**config.mk**
```make
export PLATFORM = sky130hd
export DESIGN_NAME = stdc_drift_ctrl
export DESIGN_NICKNAME = d
export VERILOG_FILES = /design/src/core/stdc_pkg.sv /design/src/core/stdc_diff_latch.sv /design/src/core/stdc_drift_ctrl.sv
export SDC_FILE = /design/constraint.sdc
export NUM_CORES = 1
export LEC_CHECK = 0
export BUFFER_PORTS_ARGS = -buffer_cell sky130_fd_sc_hd__buf_4
export CORE_ASPECT_RATIO = 0.5
export CORE_MARGIN = 10
export CORE_UTILIZATION = 30
export CTS_CLUSTER_DIAMETER = 100
export CTS_CLUSTER_SIZE = 8
export DETAILED_ROUTE_END_ITERATION = 12
export PLACE_DENSITY_LB_ADDON = 0.12
export SETUP_SLACK_MARGIN = 0.2
export SLEW_MARGIN = 20
export SYNTH_ARGS = -nofsm -noshare
export SYNTH_HDL_FRONTEND = slang
export SYNTH_SLANG_ARGS = --single-unit
```
**constraint.sdc**
```tcl
create_clock -name clock -period 6.6 [get_ports clock]
set_input_delay 0.33 -clock clock [delete_from_list [all_inputs] [get_ports clock]]
set_output_delay 0.33 -clock clock [all_outputs]
set_load 0.02 [all_outputs]
```
**src/core/stdc_pkg.sv**
```systemverilog
// Shared constants and types for the system time drift control block
package stdc_pkg;

  // ***************************************************************
  // Clock and local time step
  // ***************************************************************
  localparam int unsigned CLK_FREQ_MHZ = 50;
  localparam int unsigned TICK_NS      = 1000 / CLK_FREQ_MHZ;

  // ***************************************************************
  // Register indices as printed; byte address is four times each
  // ***************************************************************
  localparam logic [15:0] IDX_DELAY = 16'h0928;
  localparam logic [15:0] IDX_DIFF  = 16'h092C;
  localparam logic [15:0] IDX_BW    = 16'h0930;
  localparam logic [15:0] IDX_DEV   = 16'h0932;
  localparam logic [15:0] IDX_DEPTH = 16'h0934;
  localparam logic [15:0] IDX_OWN   = 16'h0938;

  localparam logic [15:0] ADR_DELAY = IDX_DELAY << 2;
  localparam logic [15:0] ADR_DIFF  = IDX_DIFF << 2;
  localparam logic [15:0] ADR_BW    = IDX_BW << 2;
  localparam logic [15:0] ADR_DEV   = IDX_DEV << 2;
  localparam logic [15:0] ADR_DEPTH = IDX_DEPTH << 2;
  localparam logic [15:0] ADR_OWN   = IDX_OWN << 2;

  // ***************************************************************
  // Reset values and field limits
  // ***************************************************************
  localparam logic [31:0] DELAY_RESET = 32'h0000_0000;
  localparam logic [14:0] BW_RESET    = 15'h1000;
  localparam logic [16:0] DEV_MARGIN  = 17'h0007F;
  localparam logic [3:0]  DEPTH_RESET = 4'h4;
  localparam int unsigned DIFF_LOW_W  = 8;

  typedef enum logic [0:0]
  {
    RD_IDLE = 1'b0,
    RD_WAIT = 1'b1
  } stdc_rd_t;

endpackage

```
**src/core/stdc_diff_latch.sv**
```systemverilog
// Per-side holding latch for the upper bits of the time difference
`timescale 1ns/1ns

module stdc_diff_latch
  import stdc_pkg::*;
(
  input  wire logic        clock,
  input  wire logic        reset_n,
  input  wire logic        rd_en,
  input  wire logic        rd_low,
  input  wire logic [31:0] live_word,
  output logic      [31:0] read_word
);

  logic [31-DIFF_LOW_W:0] hold_reg;
  logic [31-DIFF_LOW_W:0] hold_next;

  // A low-byte read snapshots the upper bits for later reads
  always_comb
  begin
    hold_next = hold_reg;
    if (rd_en && rd_low)
      hold_next = live_word[31:DIFF_LOW_W];
  end

  always_ff @(posedge clock)
  begin
    if (!reset_n)
      hold_reg <= '0;
    else
      hold_reg <= hold_next;
  end

  // Upper-only reads return the snapshot, not the live value
  assign read_word = rd_low ? live_word
                            : {hold_reg, live_word[DIFF_LOW_W-1:0]};
endmodule

```
**src/core/stdc_drift_ctrl.sv**
```systemverilog
// Drift control registers and time control loop, two access sides
//
// Added by the designer: register access over AHB-Lite.
`timescale 1ns/1ns
// ***************************************************************
// How it works
// - Path delay: 32-bit word, resets zero, read and written by both sides.
// - Difference sign bit reads 0 while local copy lags received time.
// - Difference sign bit reads 1 while local copy is at or above it.
// - Difference low bits hold averaged magnitude; resets zero, read-only.
// - Low-byte read snapshots bits 31:8, one snapshot per side.
// - 15-bit bandwidth paces correction; larger means slower, smoother.
// - Bandwidth register resets to 0x1000.
// - An accepted bandwidth write clears difference and period deviation.
// - Bandwidth writes accepted only from the side owning system time.
// - Period deviation: 16-bit two's complement, read-only, resets zero.
// - Deviation stays within plus or minus bandwidth minus 0x7F.
// - Local copy is local time plus the stored offset.
// - Received time is compared with local copy, feeding the loop.
// - Averaging uses a 4-bit depth that resets to 4.
// ***************************************************************

module stdc_drift_ctrl
  import stdc_pkg::*;
(
  input  wire logic        clock,
  input  wire logic        reset_n,
  input  wire logic        hsel,
  input  wire logic [31:0] haddr,
  input  wire logic [1:0]  htrans,
  input  wire logic        hwrite,
  input  wire logic [2:0]  hsize,
  input  wire logic [31:0] hwdata,
  input  wire logic        hready,
  output logic      [31:0] hrdata,
  output logic             hreadyout,
  output logic             hresp,
  input  wire logic        net_wr,
  input  wire logic        net_rd,
  input  wire logic [15:0] net_addr,
  input  wire logic [3:0]  net_be,
  input  wire logic [31:0] net_wdata,
  output logic      [31:0] net_rdata,
  input  wire logic [31:0] sys_time_offset,
  input  wire logic        rx_time_valid,
  input  wire logic [31:0] rx_time,
  output logic      [31:0] sys_time_copy
);

  // ***************************************************************
  // Declarations
  // ***************************************************************
  stdc_rd_t            rd_state_reg, rd_state_next;
  logic                wr_pend_reg, wr_pend_next;
  logic [15:0]         h_addr_reg, h_addr_next;
  logic [31:0]         hrdata_reg, hrdata_next;
  logic [31:0]         net_rdata_reg, net_rdata_next;
  logic                h_acc;
  logic [31:0]         delay_reg, delay_next;
  logic [14:0]         bw_reg, bw_next;
  logic [3:0]          depth_reg, depth_next;
  logic                owner_reg, owner_next;
  logic                n_bw, h_bw, bw_wr;
  logic                n_depth, h_depth;
  logic [31:0]         local_reg, local_next;
  logic [31:0]         copy_reg, copy_next;
  logic signed [31:0]  mean_reg, mean_next;
  logic signed [31:0]  sample;
  logic                sign_reg, sign_next;
  logic signed [15:0]  dev_reg, dev_next;
  logic [14:0]         pace_reg, pace_next;
  logic [15:0]         corr_reg, corr_next;
  logic                tick, fire;
  logic signed [16:0]  lim_raw, lim, dev_x;
  logic [15:0]         dmag, step_at;
  logic [30:0]         mag;
  logic [31:0]         diff_word, h_diff, n_diff, bw_merged;

  // ***************************************************************
  // Helpers
  // ***************************************************************
  function automatic logic [31:0] merge(
    input logic [31:0] old,
    input logic [31:0] d,
    input logic [3:0]  be
  );
    logic [31:0] r;
    r = old;
    for (int i = 0; i < 4; i++)
      if (be[i]) r[i*8 +: 8] = d[i*8 +: 8];
    return r;
  endfunction

  // Unmapped offsets read as zero
  function automatic logic [31:0] rd_mux(
    input logic [15:0] a,
    input logic [31:0] dw
  );
    logic [31:0] r;
    r = 32'h0000_0000;
    if (a == ADR_DELAY)
      r = delay_reg;
    else if (a == ADR_DIFF)
      r = dw;
    else if (a == ADR_BW)
      r = {17'h00000, bw_reg};
    else if (a == ADR_DEV)
      r = {16'h0000, dev_reg};
    else if (a == ADR_DEPTH)
      r = {28'h0000000, depth_reg};
    else if (a == ADR_OWN)
      r = {31'h00000000, owner_reg};
    return r;
  endfunction

  // ***************************************************************
  // Host side: AHB-Lite slave
  // ***************************************************************
  // Reads take one wait state so a write just before is visible
  assign h_acc = hsel && hready && htrans[1];
  always_comb
  begin
    rd_state_next = rd_state_reg;
    wr_pend_next  = h_acc && hwrite;
    h_addr_next   = h_acc ? haddr[15:0] : h_addr_reg;
    hrdata_next   = hrdata_reg;
    case (rd_state_reg)
      RD_IDLE:
      begin
        if (h_acc && !hwrite)
          rd_state_next = RD_WAIT;
      end
      RD_WAIT:
      begin
        hrdata_next   = rd_mux(h_addr_reg, h_diff);
        rd_state_next = RD_IDLE;
      end
      default:
        rd_state_next = RD_IDLE;
    endcase
  end

  always_ff @(posedge clock)
  begin
    if (!reset_n)
    begin
      rd_state_reg <= RD_IDLE;
      wr_pend_reg  <= 1'b0;
      h_addr_reg   <= 16'h0000;
      hrdata_reg   <= 32'h0000_0000;
    end
    else
    begin
      rd_state_reg <= rd_state_next;
      wr_pend_reg  <= wr_pend_next;
      h_addr_reg   <= h_addr_next;
      hrdata_reg   <= hrdata_next;
    end
  end

  assign hreadyout = (rd_state_reg != RD_WAIT);
  assign hresp     = 1'b0;
  assign hrdata    = hrdata_reg;

  // ***************************************************************
  // Network side: strobe port, read data one cycle later
  // ***************************************************************
  // A process, not an assign, so register changes reach the mux
  always_comb
  begin
    net_rdata_next = net_rdata_reg;
    if (net_rd)
      net_rdata_next = rd_mux(net_addr, n_diff);
  end

  always_ff @(posedge clock)
  begin
    if (!reset_n)
      net_rdata_reg <= 32'h0000_0000;
    else
      net_rdata_reg <= net_rdata_next;
  end

  assign net_rdata = net_rdata_reg;

  // ***************************************************************
  // Difference snapshots, one per side
  // ***************************************************************
  stdc_diff_latch u_host_latch (
    .clock     (clock),
    .reset_n   (reset_n),
    .rd_en     ((rd_state_reg == RD_WAIT) && (h_addr_reg == ADR_DIFF)),
    .rd_low    (1'b1),
    .live_word (diff_word),
    .read_word (h_diff)
  );

  stdc_diff_latch u_net_latch (
    .clock     (clock),
    .reset_n   (reset_n),
    .rd_en     (net_rd && (net_addr == ADR_DIFF)),
    .rd_low    (net_be[0]),
    .live_word (diff_word),
    .read_word (n_diff)
  );

  // ***************************************************************
  // Register writes
  // ***************************************************************
  // Loop registers are absent from the write decode, so writes to them
  // fall away. Network wins if both sides write the path delay the same cycle; for bandwidth and depth the owner's write is taken.
  always_comb
  begin
    n_bw    = net_wr && (net_addr == ADR_BW) && (|net_be[1:0])
              && !owner_reg;
    h_bw    = wr_pend_reg && (h_addr_reg == ADR_BW) && owner_reg;
    n_depth = net_wr && (net_addr == ADR_DEPTH) && net_be[0]
              && !owner_reg;
    h_depth = wr_pend_reg && (h_addr_reg == ADR_DEPTH) && owner_reg;
    bw_wr   = n_bw || h_bw;
    delay_next = delay_reg;
    if (net_wr && (net_addr == ADR_DELAY))
      delay_next = merge(delay_reg, net_wdata, net_be);
    else if (wr_pend_reg && (h_addr_reg == ADR_DELAY))
      delay_next = hwdata;
    // Bit 15 is not stored; software keeps it at zero
    bw_merged = merge({17'h00000, bw_reg}, net_wdata, net_be);
    bw_next = bw_reg;
    if (n_bw)
      bw_next = bw_merged[14:0];
    else if (h_bw)
      bw_next = hwdata[14:0];
    depth_next = depth_reg;
    if (n_depth)
      depth_next = net_wdata[3:0];
    else if (h_depth)
      depth_next = hwdata[3:0];
    // Ownership is a network-side setting
    owner_next = owner_reg;
    if (net_wr && (net_addr == ADR_OWN) && net_be[0])
      owner_next = net_wdata[0];
  end

  // ***************************************************************
  // Time control loop
  // ***************************************************************
  always_comb
  begin
    copy_next = local_reg + sys_time_offset;
    sample    = $signed(rx_time - copy_reg);
    // Running mean; depth sets the weight of each new sample
    mean_next = mean_reg;
    sign_next = sign_reg;
    if (bw_wr)
    begin
      mean_next = 32'sh0000_0000;
      sign_next = 1'b0;
    end
    else if (rx_time_valid)
    begin
      mean_next = mean_reg + ((sample - mean_reg) >>> depth_reg);
      sign_next = (mean_next <= 32'sh0000_0000);
    end
    mag       = mean_reg[31] ? 31'(-mean_reg) : mean_reg[30:0];
    diff_word = {sign_reg, mag};
    // Deviation moves one step per bandwidth period
    tick      = (pace_reg >= bw_reg);
    pace_next = tick ? 15'h0000 : pace_reg + 15'h0001;
    lim_raw   = $signed({2'b00, bw_reg}) - $signed(DEV_MARGIN);
    lim       = lim_raw[16] ? 17'sh00000 : lim_raw;
    dev_x     = {dev_reg[15], dev_reg};
    dev_next  = dev_reg;
    if (bw_wr)
      dev_next = 16'sh0000;
    else if (tick && (mean_reg > 0) && (dev_x < lim))
      dev_next = dev_reg + 16'sh0001;
    else if (tick && (mean_reg < 0) && (dev_x > -lim))
      dev_next = dev_reg - 16'sh0001;
    // A larger deviation corrects more often; larger bandwidth less
    dmag      = dev_reg[15] ? 16'(-dev_reg) : dev_reg;
    step_at   = {1'b0, bw_reg} - dmag;
    fire      = (corr_reg >= step_at) && (dev_reg != 16'sh0000);
    corr_next = (corr_reg >= step_at) ? 16'h0000 : corr_reg + 16'h0001;
    local_next = local_reg + 32'(TICK_NS);
    if (fire)
      local_next = dev_reg[15] ? local_reg + 32'(TICK_NS) - 32'h0000_0001
                               : local_reg + 32'(TICK_NS) + 32'h0000_0001;
  end

  always_ff @(posedge clock)
  begin
    if (!reset_n)
    begin
      delay_reg <= DELAY_RESET;
      bw_reg    <= BW_RESET;
      depth_reg <= DEPTH_RESET;
      owner_reg <= 1'b0;
      local_reg <= 32'h0000_0000;
      copy_reg  <= 32'h0000_0000;
      mean_reg  <= 32'sh0000_0000;
      sign_reg  <= 1'b0;
      dev_reg   <= 16'sh0000;
      pace_reg  <= 15'h0000;
      corr_reg  <= 16'h0000;
    end
    else
    begin
      delay_reg <= delay_next;
      bw_reg    <= bw_next;
      depth_reg <= depth_next;
      owner_reg <= owner_next;
      local_reg <= local_next;
      copy_reg  <= copy_next;
      mean_reg  <= mean_next;
      sign_reg  <= sign_next;
      dev_reg   <= dev_next;
      pace_reg  <= pace_next;
      corr_reg  <= corr_next;
    end
  end

  assign sys_time_copy = copy_reg;
endmodule

```
==> impl_metrics.ini <==
[logic_synthesis]
synth_area_leaders = dfxtp_1 24%, ha_1 11%, nor2_1 5.7%
synth_compound_area_share_pct = 23.3
ys_seq_area_share_pct = 23.5
synth_cell_type_count = 86
synth_nets = 3764
synth_top_family_by_area = compound AO/OA/AOI/OAI gates
synthAdderAreaFrac_pct = 13.6
yosys_warnings = 0
syn_inst = 3312
ys.flop_type = dfxtp_1
synthXorXnorAreaFrac_pct = 8.54
ys_ff_latch = 302
yosysTopAreaCell = dfxtp_1
synth_edf_count = 0
netlist_area_mm2 = 0.0257
syn_area_per_cell_um2 = 7.77
synthMuxAreaShare_pct = 6.34
synth-async-reset-ratio_pct = 0
yosys.area_share.simple_pct = 19.8
yosysTopAreaCellShare_pct = 23.5

[cells_and_area]
nets = 4293
fin_util_pct = 39.3
stdcell_count = 4962
layout-drive-gt1-share_pct = 19.8
syn_to_final_growth_pct = 29.0
final_cell_mix = 579 x buf_4, 387 x nor2_1, 335 x nand2_1, 299 x dfxtp_1, 219 x a21oi_1
final_common_cell = buf_4

[worst_setup_path]
crit_path_frequent_cell = buf_4
critPathBufInv = 5
arrival_ps = 7440
critPathSlowestCell = or4b_1
cpPeakStageDelay_ps = 560
startpoint_type = register
worstSetupPathType = reg2reg
worstPathRequired_ps = 7160
path_delay_family = simple AND/OR/NAND/NOR gates
endpoint_kind = register
worstPathMaxFanout = 3

[die]
die_x_um = 434
initial_utilization_pct = 30.5
design.core.area_mm2 = 0.0844
ios = 291
rows = 75
die_height_um = 227
die_area_mm2 = 0.0986

[route]
drtIter0Drc = 1719
dr_total_vias = 26400
post_drt_wl_per_cell_um = 21.1
drc = 0
wl_um = 105000
final_antenna_net_count = 0
drtPass1Iterations = 6
avgViaCountPerCell = 5.31

[timing]
period_needed_ps = 6880
finalSetupViolations = 1
slew_violations = 0
max_freq_mhz = 145
rsz0062_at_grt = true
maxSlewHeadroom_pct = 25.1
period_share_pct = 104
finalHoldViolCount = 0
finalWorstSetupSlack_ps = -282
finalClockSkew_ps = 53.9
tightest_slew_ps = 1100

[clock_network]
clock_latency_ps = 620
cts.clk_slew.worst_paths_ps = 70
ctsLongestPathBuffers = 3
htree_num_levels = 2
cts_tree = built
cts_root_buffer = clkbuf_16
cts_buffers = 43
clkSinkCount = 302

[grt]
antenna_found_initial = 2
grt_pass1_vias = 26100
grt_max_degree = 104
grt_pass1_wl_um = 158000
track_usage_pct = 20.3
grt-ovfl-total = 0

[pwr]
ir_drop_v = 0.000319
powerDensity_mw_per_mm2 = 429
total_power_mw = 14.2
p_leak_nw = 14.4

[run_status]
failed_checks = setup timing
status = finished with violations

[placed_design]
io_buffer_count = 269
dp_cells = 4822
gp_congestion = 0.896
post-dp-hpwl_um = 82200

[flow_run]
max-cap-violations = 0

[min_path]
hold_class = in2reg
logic make-up after synthesis:
| family | count (synthesis) |
|---|---|
| and+or+nand+nor | 1120 |
| xor gates and xnor gates | 250 |
| other | 1 |
| buffers and inverters | 326 |
| adders and majority gates | 259 |
| AOI/OAI and AO/OA | 904 |
| muxes | 150 |
| DFF | 302 |
report_power, final:
group | internal (mW) | total, mW | switching, mW
Sequential | 1.93 | 2.03 | 0.0907
Combinational | 4.97 | 10.1 | 5.14
Clock | 1.16 | 2.10 | 0.938
Total | 8.06 | 14.2 | 6.17
synthesized netlist by cell type, types with 9 or more instances:
cell type and n:
a211oi_1 78, xor2_1 88, nor4_1 27, nand4_1 38, nand3_1 91, buf_1 11, o21ai_0 178, and3_1 39
xnor2_1 161, a311oi_1 34, ha_1 223, o2111ai_1 10, or3_1 14, o221ai_1 9, o21a_1 30, and2_1 20
a21oi_1 226, clkbuf_1 148, or2_2 10, o31ai_1 25, a31oi_1 40, nor2_1 388, mux4_2 9, nor3_1 61
o21bai_1 15, a211o_1 12, dfxtp_1 302, nor2b_1 27, a221oi_1 37, nand2b_1 27, inv_1 157, o41ai_1 9
mux2i_1 128, fa_1 36, mux2_2 13, a21o_1 78, o211ai_1 37, nand2_1 336
tightest hold or removal path, cell delays in order:
cell      delay (ps)
buf_4            110
nand2_1           40
a311oi_1          70
cell type report:
class / instances / area (µm²)
timing repair buffer: 650 / 5080
multi-input combinational: 2684 / 18900
clock inverter: 3 / 55.1
tap: 1116 / 1400
fill: 8684 / 51200
clock buffer: 44 / 1090
sequential: 302 / 6050
antenna: 3 / 7.51
inverter: 160 / 606
layer usage:
layer | wire (µm) | track usage (%)
met1 | 48300 | 26.5
met2 | 49800 | 34.9
met5 | 13 | 0
met3 | 3820 | 2.82
met4 | 2690 | 5.36
path summary, 6_finish.rpt:
path                    startpoint        endpoint  slack (ps)  depth (start not counted)
hold reg to reg     h_addr_reg[10]  h_addr_reg[10]         450                          2
setup / recovery  sys_time_copy[0]        sign_reg        -280                         31
setup reg to reg  sys_time_copy[0]        sign_reg        -280                         31
hold / removal          hwdata[24]   delay_reg[24]          30                          3
what timing repair did:
| item | CTS | global route |
|---|---|---|
| hold buffers | 63 | 0 |
| endpoints found under the setup margin | 11 | 17 |
| pin swaps | 27 | 31 |
| resized for setup | 30 | 45 |
| setup buffers | 11 | 16 |
| endpoints found under the hold margin | 39 | 0 |
through the flow:
stage	TNS [ps]	hold WS (ps)	area [µm²]	worst slack, ps
after floorplan	0	409	25800	23.2
after global placement	-644	441	30800	-484
after CTS	-309	1.56	32800	-309
after detailed placement	-1370	445	30800	-605
final	-282	25.1	33200	-282
after global routing	-1310	24.0	33200	-562
Power figures use the tool's default switching activity.
